**src/hdl/vsr_defs.svh**
```systemverilog
/*
  Register offsets, field positions, reset values and timing counts for the
  clock source routing and oscillator calibration block.
  Assumes inclusion by bare name from the design files.
*/
`ifndef VSR_DEFS_SVH
`define VSR_DEFS_SVH

// ****************************************
// register offsets
// ****************************************
`define VSR_ADDR_W         10
`define VSR_OFS_LOOP_PWR   10'h010
`define VSR_OFS_CAL        10'h018
`define VSR_OFS_REF_EN     10'h01C
`define VSR_OFS_DIV_RATIO  10'h1E0
`define VSR_OFS_ROUTE      10'h1E1
`define VSR_OFS_UPDATE     10'h232
`define VSR_OFS_STORE      10'h300
`define VSR_OFS_STATUS     10'h301

// ****************************************
// field positions
// ****************************************
`define VSR_ROUTE_BYP_BIT  0
`define VSR_ROUTE_SRC_BIT  1
`define VSR_STAT_PLL_ON    0
`define VSR_STAT_CAL_BUSY  1
`define VSR_STAT_CAL_DONE  2
`define VSR_STAT_NVM_BUSY  3

// ****************************************
// reset values and encodings
// ****************************************
`define VSR_RST_LOOP_PWR   8'h01
`define VSR_RST_CAL        8'h00
`define VSR_RST_REF_EN     8'h00
`define VSR_RST_DIV_RATIO  8'h00
`define VSR_RST_ROUTE      8'h00
`define VSR_PWR_NORMAL     2'h0
`define VSR_PWR_ASYNC_DOWN 2'h1

// ****************************************
// timing counts
// ****************************************
`define VSR_CLK_MHZ        125
`define VSR_CAL_TIME_US    32
`define VSR_CAL_CYCLES     (`VSR_CAL_TIME_US * `VSR_CLK_MHZ)

`endif

```
**src/hdl/vsr_pkg.sv**
```systemverilog
/*
  Types shared by the routing and calibration block.
  Assumes vsr_defs.svh supplies the numeric constants.
*/
package vsr_pkg;

  typedef enum logic [2:0] {
    VSR_CAL_IDLE = 3'b001,
    VSR_CAL_RUN  = 3'b010,
    VSR_CAL_DONE = 3'b100
  } vsr_cal_state_t;

  typedef enum logic [3:0] {
    VSR_NV_IDLE  = 4'b0001,
    VSR_NV_LOAD  = 4'b0010,
    VSR_NV_SAVE  = 4'b0100,
    VSR_NV_READY = 4'b1000
  } vsr_nv_state_t;

endpackage : vsr_pkg

```
**src/hdl/vsr_top.sv**
```systemverilog
/*
  Clock source routing, loop power control and oscillator calibration,
  with staged registers, an update strobe and a nonvolatile store.
  Assumes a single-cycle register port master synchronous to sys_clk_i.
*/
// What this block does
// - loop power field zero runs the loop
// - source bit one routes internal oscillator
// - bypass bit zero feeds through divider ratio
// - calibrate bit rising at an update strobe starts calibration unless one is running
// - save config to store, load it at power-up
// - loop power field one powers loop down
// - bypass bit one feeds source straight through
// - source bit zero selects external clock input
`include "vsr_defs.svh"

module vsr_top #(
  parameter int CAL_CYCLES = `VSR_CAL_CYCLES
) (
  input  wire logic                   sys_clk_i,
  input  wire logic                   sys_rst_i,
  input  wire logic                   clk_en_i,
  input  wire logic [`VSR_ADDR_W-1:0] reg_addr_i,
  input  wire logic [7:0]             reg_wdata_i,
  input  wire logic                   reg_wr_i,
  input  wire logic                   reg_rd_i,
  output logic      [7:0]             reg_rdata_o,
  output logic                        pll_on_o,
  output logic                        pll_pdn_o,
  output logic      [1:0]             loop_pwr_o,
  output logic      [2:0]             ref_en_o,
  output logic                        src_int_osc_o,
  output logic                        div_bypass_o,
  output logic      [2:0]             div_ratio_o,
  output logic                        cal_busy_o,
  output logic                        cal_done_o
);

  localparam int NV_WORDS = 5;
  localparam int CNT_W    = $clog2(CAL_CYCLES + 1);

  // ****************************************
  // address decode
  // ****************************************
  wire logic hit_pwr   = (reg_addr_i == `VSR_OFS_LOOP_PWR);
  wire logic hit_cal   = (reg_addr_i == `VSR_OFS_CAL);
  wire logic hit_ref   = (reg_addr_i == `VSR_OFS_REF_EN);
  wire logic hit_ratio = (reg_addr_i == `VSR_OFS_DIV_RATIO);
  wire logic hit_route = (reg_addr_i == `VSR_OFS_ROUTE);
  wire logic hit_upd   = (reg_addr_i == `VSR_OFS_UPDATE);
  wire logic hit_store = (reg_addr_i == `VSR_OFS_STORE);
  wire logic hit_stat  = (reg_addr_i == `VSR_OFS_STATUS);

  // ****************************************
  // staged and active registers
  // ****************************************
  logic [7:0] stg_q [NV_WORDS];
  logic [7:0] act_q [NV_WORDS];
  logic [7:0] stg_d [NV_WORDS];

  vsr_pkg::vsr_nv_state_t  nv_q;
  vsr_pkg::vsr_cal_state_t cal_q;
  logic [$clog2(NV_WORDS)-1:0] nv_idx_q;
  logic                        nv_first_q;
  logic [CNT_W-1:0]            cal_cnt_q;
  logic                        cal_prev_q;

  wire logic nv_busy   = (nv_q != vsr_pkg::VSR_NV_READY);
  wire logic upd_pulse = reg_wr_i && hit_upd && reg_wdata_i[0] && !nv_busy;
  wire logic save_req  = reg_wr_i && hit_store && reg_wdata_i[0] && !nv_busy;
  wire logic [7:0] nv_rdata;
  wire logic nv_wr     = (nv_q == vsr_pkg::VSR_NV_SAVE);
  wire logic [7:0] nv_wdata = act_q[nv_idx_q];

  // word index of each staged register, shared by write and read paths
  function automatic int unsigned word_of(input logic [`VSR_ADDR_W-1:0] a);
    if (a == `VSR_OFS_LOOP_PWR) begin
      word_of = 0;
    end else if (a == `VSR_OFS_CAL) begin
      word_of = 1;
    end else if (a == `VSR_OFS_REF_EN) begin
      word_of = 2;
    end else if (a == `VSR_OFS_DIV_RATIO) begin
      word_of = 3;
    end else begin
      word_of = 4;
    end
  endfunction : word_of

  wire logic stg_hit = hit_pwr || hit_cal || hit_ref || hit_ratio || hit_route;
  wire logic [2:0] stg_idx = 3'(word_of(reg_addr_i));

  // ****************************************
  // staging writes and boot load into stage
  // ****************************************
  genvar gi;
  generate
    for (gi = 0; gi < NV_WORDS; gi++) begin : g_stage
      always_comb begin
        stg_d[gi] = stg_q[gi];
        if (nv_q == vsr_pkg::VSR_NV_LOAD && !nv_first_q && 32'(nv_idx_q) == gi + 1) begin
          stg_d[gi] = nv_rdata;
        end else if (nv_q == vsr_pkg::VSR_NV_LOAD && !nv_first_q && gi == NV_WORDS - 1
                     && 32'(nv_idx_q) == 0) begin
          stg_d[gi] = nv_rdata;
        end else if (reg_wr_i && stg_hit && !nv_busy && 32'(stg_idx) == gi) begin
          stg_d[gi] = reg_wdata_i;
        end
      end
    end
  endgenerate

  always_ff @(posedge sys_clk_i or posedge sys_rst_i) begin
    if (sys_rst_i) begin
      stg_q[0] <= `VSR_RST_LOOP_PWR;
      stg_q[1] <= `VSR_RST_CAL;
      stg_q[2] <= `VSR_RST_REF_EN;
      stg_q[3] <= `VSR_RST_DIV_RATIO;
      stg_q[4] <= `VSR_RST_ROUTE;
    end else if (clk_en_i) begin
      stg_q <= stg_d;
    end
  end

  // active copy follows stage only on update or end of boot load
  wire logic load_end = (nv_q == vsr_pkg::VSR_NV_LOAD) && !nv_first_q && (nv_idx_q == '0);

  always_ff @(posedge sys_clk_i or posedge sys_rst_i) begin
    if (sys_rst_i) begin
      act_q[0] <= `VSR_RST_LOOP_PWR;
      act_q[1] <= `VSR_RST_CAL;
      act_q[2] <= `VSR_RST_REF_EN;
      act_q[3] <= `VSR_RST_DIV_RATIO;
      act_q[4] <= `VSR_RST_ROUTE;
    end else if (clk_en_i) begin
      if (load_end) begin
        act_q <= stg_d;
      end else if (upd_pulse) begin
        act_q <= stg_q;
      end
    end
  end

  // ****************************************
  // nonvolatile store: boot load, then save on request
  // ****************************************
  vsr_nvm #(
    .WORDS (NV_WORDS)
  ) u_nvm (
    .sys_clk_i (sys_clk_i),
    .clk_en_i  (clk_en_i),
    .addr_i    (nv_idx_q),
    .wr_i      (nv_wr),
    .wdata_i   (nv_wdata),
    .rdata_o   (nv_rdata)
  );

  // read data lags address by one, so the load walk runs one word behind
  always_ff @(posedge sys_clk_i or posedge sys_rst_i) begin
    if (sys_rst_i) begin
      nv_q       <= vsr_pkg::VSR_NV_IDLE;
      nv_idx_q   <= '0;
      nv_first_q <= 1'b1;
    end else if (clk_en_i) begin
      case (nv_q)
        vsr_pkg::VSR_NV_IDLE: begin
          nv_q <= vsr_pkg::VSR_NV_LOAD;
        end
        vsr_pkg::VSR_NV_LOAD: begin
          nv_first_q <= 1'b0;
          if (load_end) begin
            nv_q <= vsr_pkg::VSR_NV_READY;
          end else begin
            nv_idx_q <= (32'(nv_idx_q) == NV_WORDS - 1) ? '0 : nv_idx_q + 1'b1;
          end
        end
        vsr_pkg::VSR_NV_SAVE: begin
          if (32'(nv_idx_q) == NV_WORDS - 1) begin
            nv_q     <= vsr_pkg::VSR_NV_READY;
            nv_idx_q <= '0;
          end else begin
            nv_idx_q <= nv_idx_q + 1'b1;
          end
        end
        vsr_pkg::VSR_NV_READY: begin
          if (save_req) begin
            nv_q     <= vsr_pkg::VSR_NV_SAVE;
            nv_idx_q <= '0;
          end
        end
        default: begin
          nv_q <= vsr_pkg::VSR_NV_IDLE;
        end
      endcase
    end
  end

  // ****************************************
  // oscillator calibration
  // ****************************************
  // starts only on a rising calibrate bit at update; holding it high does not rerun
  wire logic cal_start = upd_pulse && stg_q[1][0] && !cal_prev_q;

  always_ff @(posedge sys_clk_i or posedge sys_rst_i) begin
    if (sys_rst_i) begin
      cal_q      <= vsr_pkg::VSR_CAL_IDLE;
      cal_cnt_q  <= '0;
      cal_prev_q <= 1'b0;
    end else if (clk_en_i) begin
      if (upd_pulse) begin
        cal_prev_q <= stg_q[1][0];
      end
      case (cal_q)
        vsr_pkg::VSR_CAL_IDLE, vsr_pkg::VSR_CAL_DONE: begin
          if (cal_start) begin
            cal_q     <= vsr_pkg::VSR_CAL_RUN;
            cal_cnt_q <= CNT_W'(CAL_CYCLES - 1);
          end
        end
        vsr_pkg::VSR_CAL_RUN: begin
          if (cal_cnt_q == '0) begin
            cal_q <= vsr_pkg::VSR_CAL_DONE;
          end else begin
            cal_cnt_q <= cal_cnt_q - 1'b1;
          end
        end
        default: begin
          cal_q <= vsr_pkg::VSR_CAL_IDLE;
        end
      endcase
    end
  end

  // ****************************************
  // outputs and read port
  // ****************************************
  wire logic [1:0] pwr_f  = act_q[0][1:0];
  wire logic [7:0] status = {4'h0, nv_busy, cal_q == vsr_pkg::VSR_CAL_DONE,
                             cal_q == vsr_pkg::VSR_CAL_RUN, pwr_f == `VSR_PWR_NORMAL};
  wire logic [7:0] rd_mux = stg_hit  ? stg_q[stg_idx] :
                            hit_stat ? status : 8'h00;

  always_ff @(posedge sys_clk_i or posedge sys_rst_i) begin
    if (sys_rst_i) begin
      reg_rdata_o   <= 8'h00;
      pll_on_o      <= 1'b0;
      pll_pdn_o     <= 1'b1;
      loop_pwr_o    <= `VSR_PWR_ASYNC_DOWN;
      ref_en_o      <= 3'h0;
      src_int_osc_o <= 1'b0;
      div_bypass_o  <= 1'b0;
      div_ratio_o   <= 3'h0;
      cal_busy_o    <= 1'b0;
      cal_done_o    <= 1'b0;
    end else if (clk_en_i) begin
      reg_rdata_o   <= reg_rd_i ? rd_mux : 8'h00;
      pll_on_o      <= (pwr_f == `VSR_PWR_NORMAL);
      pll_pdn_o     <= (pwr_f == `VSR_PWR_ASYNC_DOWN);
      loop_pwr_o    <= pwr_f;
      ref_en_o      <= act_q[2][2:0];
      src_int_osc_o <= act_q[4][`VSR_ROUTE_SRC_BIT];
      div_bypass_o  <= act_q[4][`VSR_ROUTE_BYP_BIT];
      div_ratio_o   <= act_q[3][2:0];
      cal_busy_o    <= (cal_q == vsr_pkg::VSR_CAL_RUN);
      cal_done_o    <= (cal_q == vsr_pkg::VSR_CAL_DONE);
    end
  end

endmodule : vsr_top

```
**src/hdl/vsr_nvm.sv**
```systemverilog
/*
  Nonvolatile configuration store model: an array of words with one
  read or write port, written by a save walk and read by a boot load.
  Assumes the owner drives one request per cycle and the clock enable.
*/
module vsr_nvm #(
  parameter int WORDS = 5
) (
  input  wire logic                     sys_clk_i,
  input  wire logic                     clk_en_i,
  input  wire logic [$clog2(WORDS)-1:0] addr_i,
  input  wire logic                     wr_i,
  input  wire logic [7:0]               wdata_i,
  output logic      [7:0]               rdata_o
);

  // ****************************************
  // storage, no reset: contents survive a chip reset
  // ****************************************
  logic [7:0] mem [WORDS];

  always_ff @(posedge sys_clk_i) begin
    if (clk_en_i) begin
      if (wr_i) begin
        mem[addr_i] <= wdata_i;
      end
      rdata_o <= mem[addr_i];
    end
  end

endmodule : vsr_nvm

```
**config.mk**
```make
export PLATFORM = sky130hd
export DESIGN_NAME = vsr_top
export DESIGN_NICKNAME = d
export VERILOG_FILES = /design/src/hdl/vsr_pkg.sv /design/src/hdl/vsr_top.sv /design/src/hdl/vsr_nvm.sv
export VERILOG_INCLUDE_DIRS = /design/src /design/src/hdl
export SDC_FILE = /design/constraint.sdc
export NUM_CORES = 1
export LEC_CHECK = 0
export ABC_AREA = 0
export BUFFER_PORTS_ARGS = -buffer_cell sky130_fd_sc_hd__buf_2
export CAP_MARGIN = 40
export CORE_AREA = 5 5 131 133
export CTS_BUF_LIST = sky130_fd_sc_hd__clkbuf_2 sky130_fd_sc_hd__clkbuf_4 sky130_fd_sc_hd__clkbuf_8
export CTS_CLUSTER_SIZE = 28
export DETAILED_ROUTE_END_ITERATION = 10
export DIE_AREA = 0 0 136 138
export PLACE_DENSITY = 0.81
export SYNTH_ARGS = -nofsm -noshare
export SYNTH_HDL_FRONTEND = slang
export SYNTH_HIERARCHICAL = 1
export SYNTH_SLANG_ARGS = --single-unit
```
**constraint.sdc**
```tcl
create_clock -name sys_clk_i -period 8 [get_ports sys_clk_i]
set_input_delay 0.8 -clock sys_clk_i [delete_from_list [all_inputs] [get_ports sys_clk_i]]
set_output_delay 0.8 -clock sys_clk_i [all_outputs]
set_load 0.03 [all_outputs]
```
Yosys cells after proc, flatten, opt, wreduce, memory -nomap -nowiden
Memory sizes are Yosys's and may differ from the RTL's. A register that Yosys moved wholly into a read port is not among the register bits.
Cells that the tools add are included.
- register bits: 126
- bits in writable memories: 40
- bits of input ports: 23
- output and inout bits: 22
- logic and storage cells: 153
- memories kept: 1
- add/subtract/negate cells: 2
- order comparisons: 2
- eq/ne operators: 33
- muxes and demuxes: 43
- bitwise operators: 2
- reduce and logical (&&, ||, !) cells: 44
- memory list (name ; depth ; width ; read ports ; clocked after memory_dff ; wr ports ; RTL line ; RTL):
    u_nvm.mem ; 5 ; 8 ; 1 ; 1 ; 1 ; vsr_nvm.sv:20 ; logic [7:0] mem [WORDS];
- operators by type and width (cell ; number):
    8-bit two-way mux ; 17
    40-bit two-way mux ; 2
    8-bit binary-select mux with 3-bit select ; 2
    10-bit == test (second input constant) ; 3
    10-bit by 5-bit == test with 1-bit output (second input constant) ; 3
    3-bit two-way mux ; 9
    12-bit two-way mux ; 2
    12-bit one-hot mux with 2 select lines ; 1
    1-bit logical AND ; 22
    10-bit by 9-bit == test with 1-bit output (second input constant) ; 2
    4-bit two-way mux ; 4
    4-bit one-hot mux with 4 select lines ; 1
    3-bit by 2-bit == test with 1-bit output (second input constant) ; 5
    3-bit == test (second input constant) ; 4
    12-bit logical NOT ; 1
    4-bit AND reduction ; 3
    12-bit by 1-bit subtractor with 12-bit output (second input constant) ; 1
    2-bit != test (second input constant) ; 5
    3-bit by 1-bit == test with 1-bit output (second input constant) ; 3
    3-bit one-hot mux with 3 select lines ; 1
    4-bit >= comparator (second input constant) ; 2
    3-bit NOT with 4-bit output ; 2
    3-bit logical NOT ; 2
    3-bit one-hot mux with 2 select lines ; 1
    17 further kinds ; 28

Longest topological paths before layout
- word-level depth: 12
- mapped depth: 9
- mapped depth without buffers: 7

Modules after synthesis
The synthesis kept the hierarchy.
- modules (own cells, without submodules) (module ; times used ; cells an instance ; area an instance (um2)):
    vsr_top ; 1 ; 704 ; 7126.8
    vsr_nvm ; 1 ; 102 ; 1930.6

Least setup slack after synthesis
No wires, ideal clock.
- path kind: input -> register
- start: input reg_addr_i[2]
- end: register act_q[16] in the netlist's numbering
- arrival: 2.482 ns
- required time: 7.875 ns
- slack: 5.394 ns
- cell stages on the path: 6
- path buffers: 1
- cell sequence: buf_2 > nor4bb_1 > nand4_2 > a21oi_4 > mux2_2 > mux2_2
- cells in the longest elaborated chain, start to end: 11
- elaborated cells between the ends (all ways): 26
- those cells by class: eq/ne (7); mux (7); reduce/logical (12)
- RTL lines (what ; RTL line ; RTL):
    from (decl) ; vsr_top.sv:23 ; input wire logic [`VSR_ADDR_W-1:0] reg_addr_i,
    parallel branches: the longest is 11 deep, another holds 40-bit two-way mux ; -- ;
    to (signal assigned) ; vsr_top.sv:137 ; act_q <= stg_d;
    to (signal assigned) ; vsr_top.sv:139 ; act_q <= stg_q;
    to (decl) ; vsr_top.sv:58 ; logic [7:0] act_q [NV_WORDS];
Several ways; the timed one is not identified.
A chain may end at the register's enable or synchronous reset.

Final worst setup path
- start: register nv_idx_q[0]
- end: register act_q[16] in the netlist's numbering
- cells in the longest elaborated chain, start to end: 4
- elaborated cells between the ends (all ways): 8
- those cells by class: eq/ne (1); mux (2); reduce/logical (5)
- RTL lines (what ; RTL line ; RTL):
    from (decl) ; vsr_top.sv:63 ; logic [$clog2(NV_WORDS)-1:0] nv_idx_q;
    from (signal assigned) ; vsr_top.sv:174 ; nv_idx_q <= (32'(nv_idx_q) == NV_WORDS - 1) ? '0 : nv_idx_q + 1'b1;
    from (signal assigned) ; vsr_top.sv:182 ; nv_idx_q <= nv_idx_q + 1'b1;
    3-bit by 2-bit == test with 1-bit output / 3-bit logical NOT (equally long branches) ; vsr_top.sv:101, vsr_top.sv:126 ;
    1-bit logical AND, on equally long branches ; vsr_top.sv:101, vsr_top.sv:126 ;
    8-bit two-way mux / 2-bit nonzero test (equally long branches) ; -- ;
    40-bit two-way mux / 2-bit AND reduction (equally long branches) ; -- ;
Parallel ways exist; a longest one is shown, timed or not.

==> flow_summary.rst <==
.. list-table::
   :header-rows: 1

   * - Metric
     - Value
   * - Synthesis warning total
     - 6
   * - Post-synthesis cell type count
     - 76
   * - Worst clock skew
     - between 0.01 and 0.015 ns
   * - Number of max-cap violations
     - 0
   * - Via count of the first global-routing pass
     - 6735
   * - Seq/Total Area, Yosys
     - between 50% and 60%
   * - Total length of routed wires
     - ~22000 µm
   * - Number of enable flip-flop cells after synthesis
     - 48
   * - Classification of the worst setup path
     - flip-flop to flip-flop
   * - Worst hold slack
     - between 0.4 and 0.5 ns
   * - Area of the core
     - approximately 0.016 mm²
   * - Net total in the final layout
     - 860
   * - Diode insertion count for antenna repair
     - 0
   * - Cell area reported after detailed placement
     - 0.00939 mm²
   * - Total setup violations reported at the end of the flow
     - 0
   * - DR vias
     - slightly below 7000
   * - Result of the run
     - finished, final reports clean
   * - Clk Tree Root Cell
     - clkbuf_8
   * - Drt first pass iters
     - 5
   * - Slowest stage delay, CP
     - around 0.5 ns
   * - Initial Utilization
     - 57.6%
   * - Arrival time reported for the critical path endpoint
     - between 3 and 4 ns
   * - Number of hold buffers added after CTS
     - 0
   * - Gate Count Post-Synth
     - ~800
   * - Avg Cell Area, Syn
     - 11.2 µm²
   * - CTS Buf Count
     - 17
   * - Seq cells post-synth
     - ~170
   * - Post-CTS Resized
     - 0
   * - Cells along the critical path
     - buf_4 -> inv_1 -> ha_1 -> nor2b_1 -> nand3_1 -> a21oi_4 -> mux2_2 -> mux2_2
   * - Destination of the worst register-to-register timing path
     - act_q[16]
   * - Synth-to-layout area growth
     - 8.04%
   * - Final hold violation count
     - 0
   * - Worst setup startpoint
     - nv_idx_q[0]
   * - Tmin final
     - around 3.2 ns
   * - Total design power
     - just under 3 mW
   * - Leakage power
     - approximately 4.2 nW
   * - Post CTS Setup Buffer Count
     - 0
   * - Number of antenna violations at the first check in global routing
     - 0
   * - Average detailed-routed wire length per instance
     - 21.2 µm
   * - Depth of the most critical reg-to-reg path
     - 8
   * - Ys flop type
     - dfrtp_1
   * - FFs w/ async S/R, synth
     - between 70% and 80%
   * - Total of buffers placed on input and output ports
     - 44
   * - Per-cell via count in the routed design
     - ~6.5
   * - Area of all placed cells without fillers
     - approximately 0.01 mm²
   * - Clock buffer depth
     - 2
   * - Clock-pin slew on the worst setup and hold paths
     - 0.10 ns
   * - Rows
     - 46
   * - Maximum net fanout on the critical path
     - 42
   * - Critical path startpoint category
     - flip-flop
   * - Clock tree from TritonCTS
     - done
   * - GPL Wtd Cong
     - between 0.8 and 0.9
   * - CTS H-tree lvls
     - 4
   * - Die footprint
     - roughly 0.019 mm²
   * - Tightest Pin Transition
     - approximately 0.94 ns
   * - Critical-path cell with the highest stage delay
     - a21oi_4
   * - Reg2reg start
     - nv_idx_q[0]
   * - Final sum of negative setup slack
     - 0 ns
   * - Setup repair after global routing missed its margin
     - false
   * - Number of top-level pins
     - between 40 and 50
   * - Max_slew headroom
     - 37.2%
   * - Buffering stage count on the worst path with inverters included
     - 2
   * - Die boundary width
     - 136 µm
   * - First-pass GRT wire length
     - 36400 µm
   * - Count of pins over their slew limit
     - 0
   * - Kind of path behind the tightest hold check
     - input pin to async pin
   * - Area of the mapped netlist
     - ~0.009 mm²
   * - Pin count of the biggest net entering global routing
     - 75
   * - Post-DRT Antenna Nets
     - 0
   * - Worst skew pair latency
     - 0.48 ns
   * - Violation count after the first detailed-routing iteration
     - 716
   * - Portion of the clock cycle consumed by the worst path in the final layout
     - 39.4%
   * - Number of sinks handled by clock tree synthesis
     - 174
   * - Peak Freq
     - roughly 0.32 GHz
   * - Kind of capture point of the worst setup path
     - flip-flop
   * - Total global routing track utilization
     - about a quarter
   * - Total power density per cell area
     - about 300 mW/mm²
   * - Internal reg-to-reg setup slack
     - between 4 and 5 ns
   * - Gr ovfl total
     - 0
   * - Final routed DRC violation total
     - 0
   * - Fraction of final layout cells sized beyond drive strength 1
     - between 20% and 30%
   * - Die Y
     - roughly 140 µm
   * - Peak VDD IR
     - ~0.17 mV
   * - Cell family contributing the most delay on the critical path
     - simple AND/OR/NAND/NOR gates
   * - Data required time at the worst endpoint
     - ~8.4 ns
   * - Net Count, Synth
     - about 840
   * - Detailed placer's ending HPWL
     - roughly 16000 µm
   * - Most frequent cell on the critical path
     - mux2_2
==> worst reg2reg max path, stage by stage, from the launching register on <==
cell	delay [ns]
dfrtp_2	0.40
buf_4	0.34
inv_1	0.18
ha_1	0.28
nor2b_1	0.23
nand3_1	0.45
a21oi_4	0.51
mux2_2	0.40
mux2_2	0.26
==> cells by family (layout without fill, tap and decap cells) <==
group / count (synthesis) / after routing / synth area share (%)
xor+xnor: 2 / 2 / 0.193
compound gates: 215 / 215 / 17.6
flops: 174 / 174 / 50.8
simple gates: 226 / 226 / 13.6
buf+inv: 79 / 117 / 4.05
mux: 104 / 104 / 12.8
fa+ha+maj: 6 / 6 / 0.829
==> metal layers <==
| layer | GRT usage (%) | up-vias | share of wire (%) |
|---|---|---|---|
| met4 | 8.86 | 0 | 2.7 |
| met2 | 37.9 | 336 | 48 |
| met3 | 5.48 | 53 | 7.6 |
| met5 | 0 | - | 0 |
| met1 | 34.2 | 3363 | 41 |
| li1 | - | 3109 | - |
==> stage by stage <==
stage | setup slack (ns) | util [%] | cells
floorplan | 3.86 | - | 806
global placement | 4.89 | 59.5 | 1025
detailed placement | 4.86 | 59.8 | 1028
CTS | 4.90 | 62.3 | 1060
global route | 4.67 | 62.3 | 1060
finish | 4.84 | 62.3 | 1060
==> where the power goes <==
group / internal, mW / total, mW / switching, mW / leakage, nW
Combinational: 0.402 / 0.883 / 0.481 / 1.94
Clock: 0.262 / 0.612 / 0.350 / 0.199
Sequential: 1.18 / 1.45 / 0.270 / 2.04
Total: 1.84 / 2.94 / 1.10 / 4.18
==> worst max-delay path by stage <==
| stage | endpoint | slack [ns] | depth (start not counted) |
|---|---|---|---|
| 2_1_floorplan | async pin | 3.86 | 1 |
| 3_3_place_gp | cal_cnt_q[1] | 4.89 | 6 |
| 3_5_place_dp | stg_q[30] | 4.86 | 6 |
| 4_1_cts | act_q[16] | 4.90 | 8 |
| 5_1_grt | act_q[17] | 4.67 | 8 |
| 6_report | act_q[16] | 4.84 | 8 |
==> registers in the layout (all words and copies together) (netlist names), 2 cells and up, named ones only <==
name,cells
act_q,40
cal_cnt_q,12
cal_q,3
div_ratio_o,3
loop_pwr_o,2
nv_idx_q,3
nv_q,4
ref_en_o,3
reg_rdata_o,8
stg_q,32
u_nvm/mem,40
u_nvm/rdata_o,8
==> placed cells by master (no fill, tap or decap), types with 18 or more instances in the layout <==
master	instances
mux2i_1	30
a211oi_1	18
nand2_1	47
edfxtp_1	48
mux2_2	66
nor2_1	69
a21oi_1	44
inv_1	30
dfrtp_1	118
buf_2	45
o22ai_1	47
==> cell usage after synthesis, types with 8 or more instances <==
| cell | count | area [µm²] |
|---|---|---|
| mux2_2 | 66 | 743 |
| clkbuf_1 | 23 | 86.3 |
| buf_2 | 13 | 65.1 |
| nand4_1 | 10 | 62.6 |
| a211oi_1 | 18 | 135 |
| nor3_1 | 17 | 85.1 |
| o2bb2ai_1 | 8 | 70.1 |
| o22ai_2 | 8 | 100 |
| a22oi_1 | 9 | 67.6 |
| dfrtp_1 | 119 | 2980 |
| a2bb2oi_1 | 15 | 131 |
| o22ai_1 | 47 | 294 |
| nand2b_1 | 10 | 62.6 |
| mux2_4 | 8 | 120 |
| mux2i_1 | 30 | 300 |
| nand3_1 | 13 | 65.1 |
| inv_1 | 31 | 116 |
| edfxtp_1 | 48 | 1440 |
| a21oi_1 | 44 | 220 |
| o22a_1 | 9 | 78.8 |
| nor2_1 | 69 | 259 |
| nand2_1 | 47 | 176 |
==> layout make-up <==
type / count / area (µm²)
Fill cell: 1246 / 5930
Sequential cell: 174 / 4600
Multi-Input combinational cell: 553 / 4090
Timing Repair Buffer: 54 / 313
Tap cell: 216 / 270
Clock buffer: 18 / 241
Clock inverter: 14 / 150
Inverter: 31 / 119
Note: power is estimated with default switching activity, not from simulation.
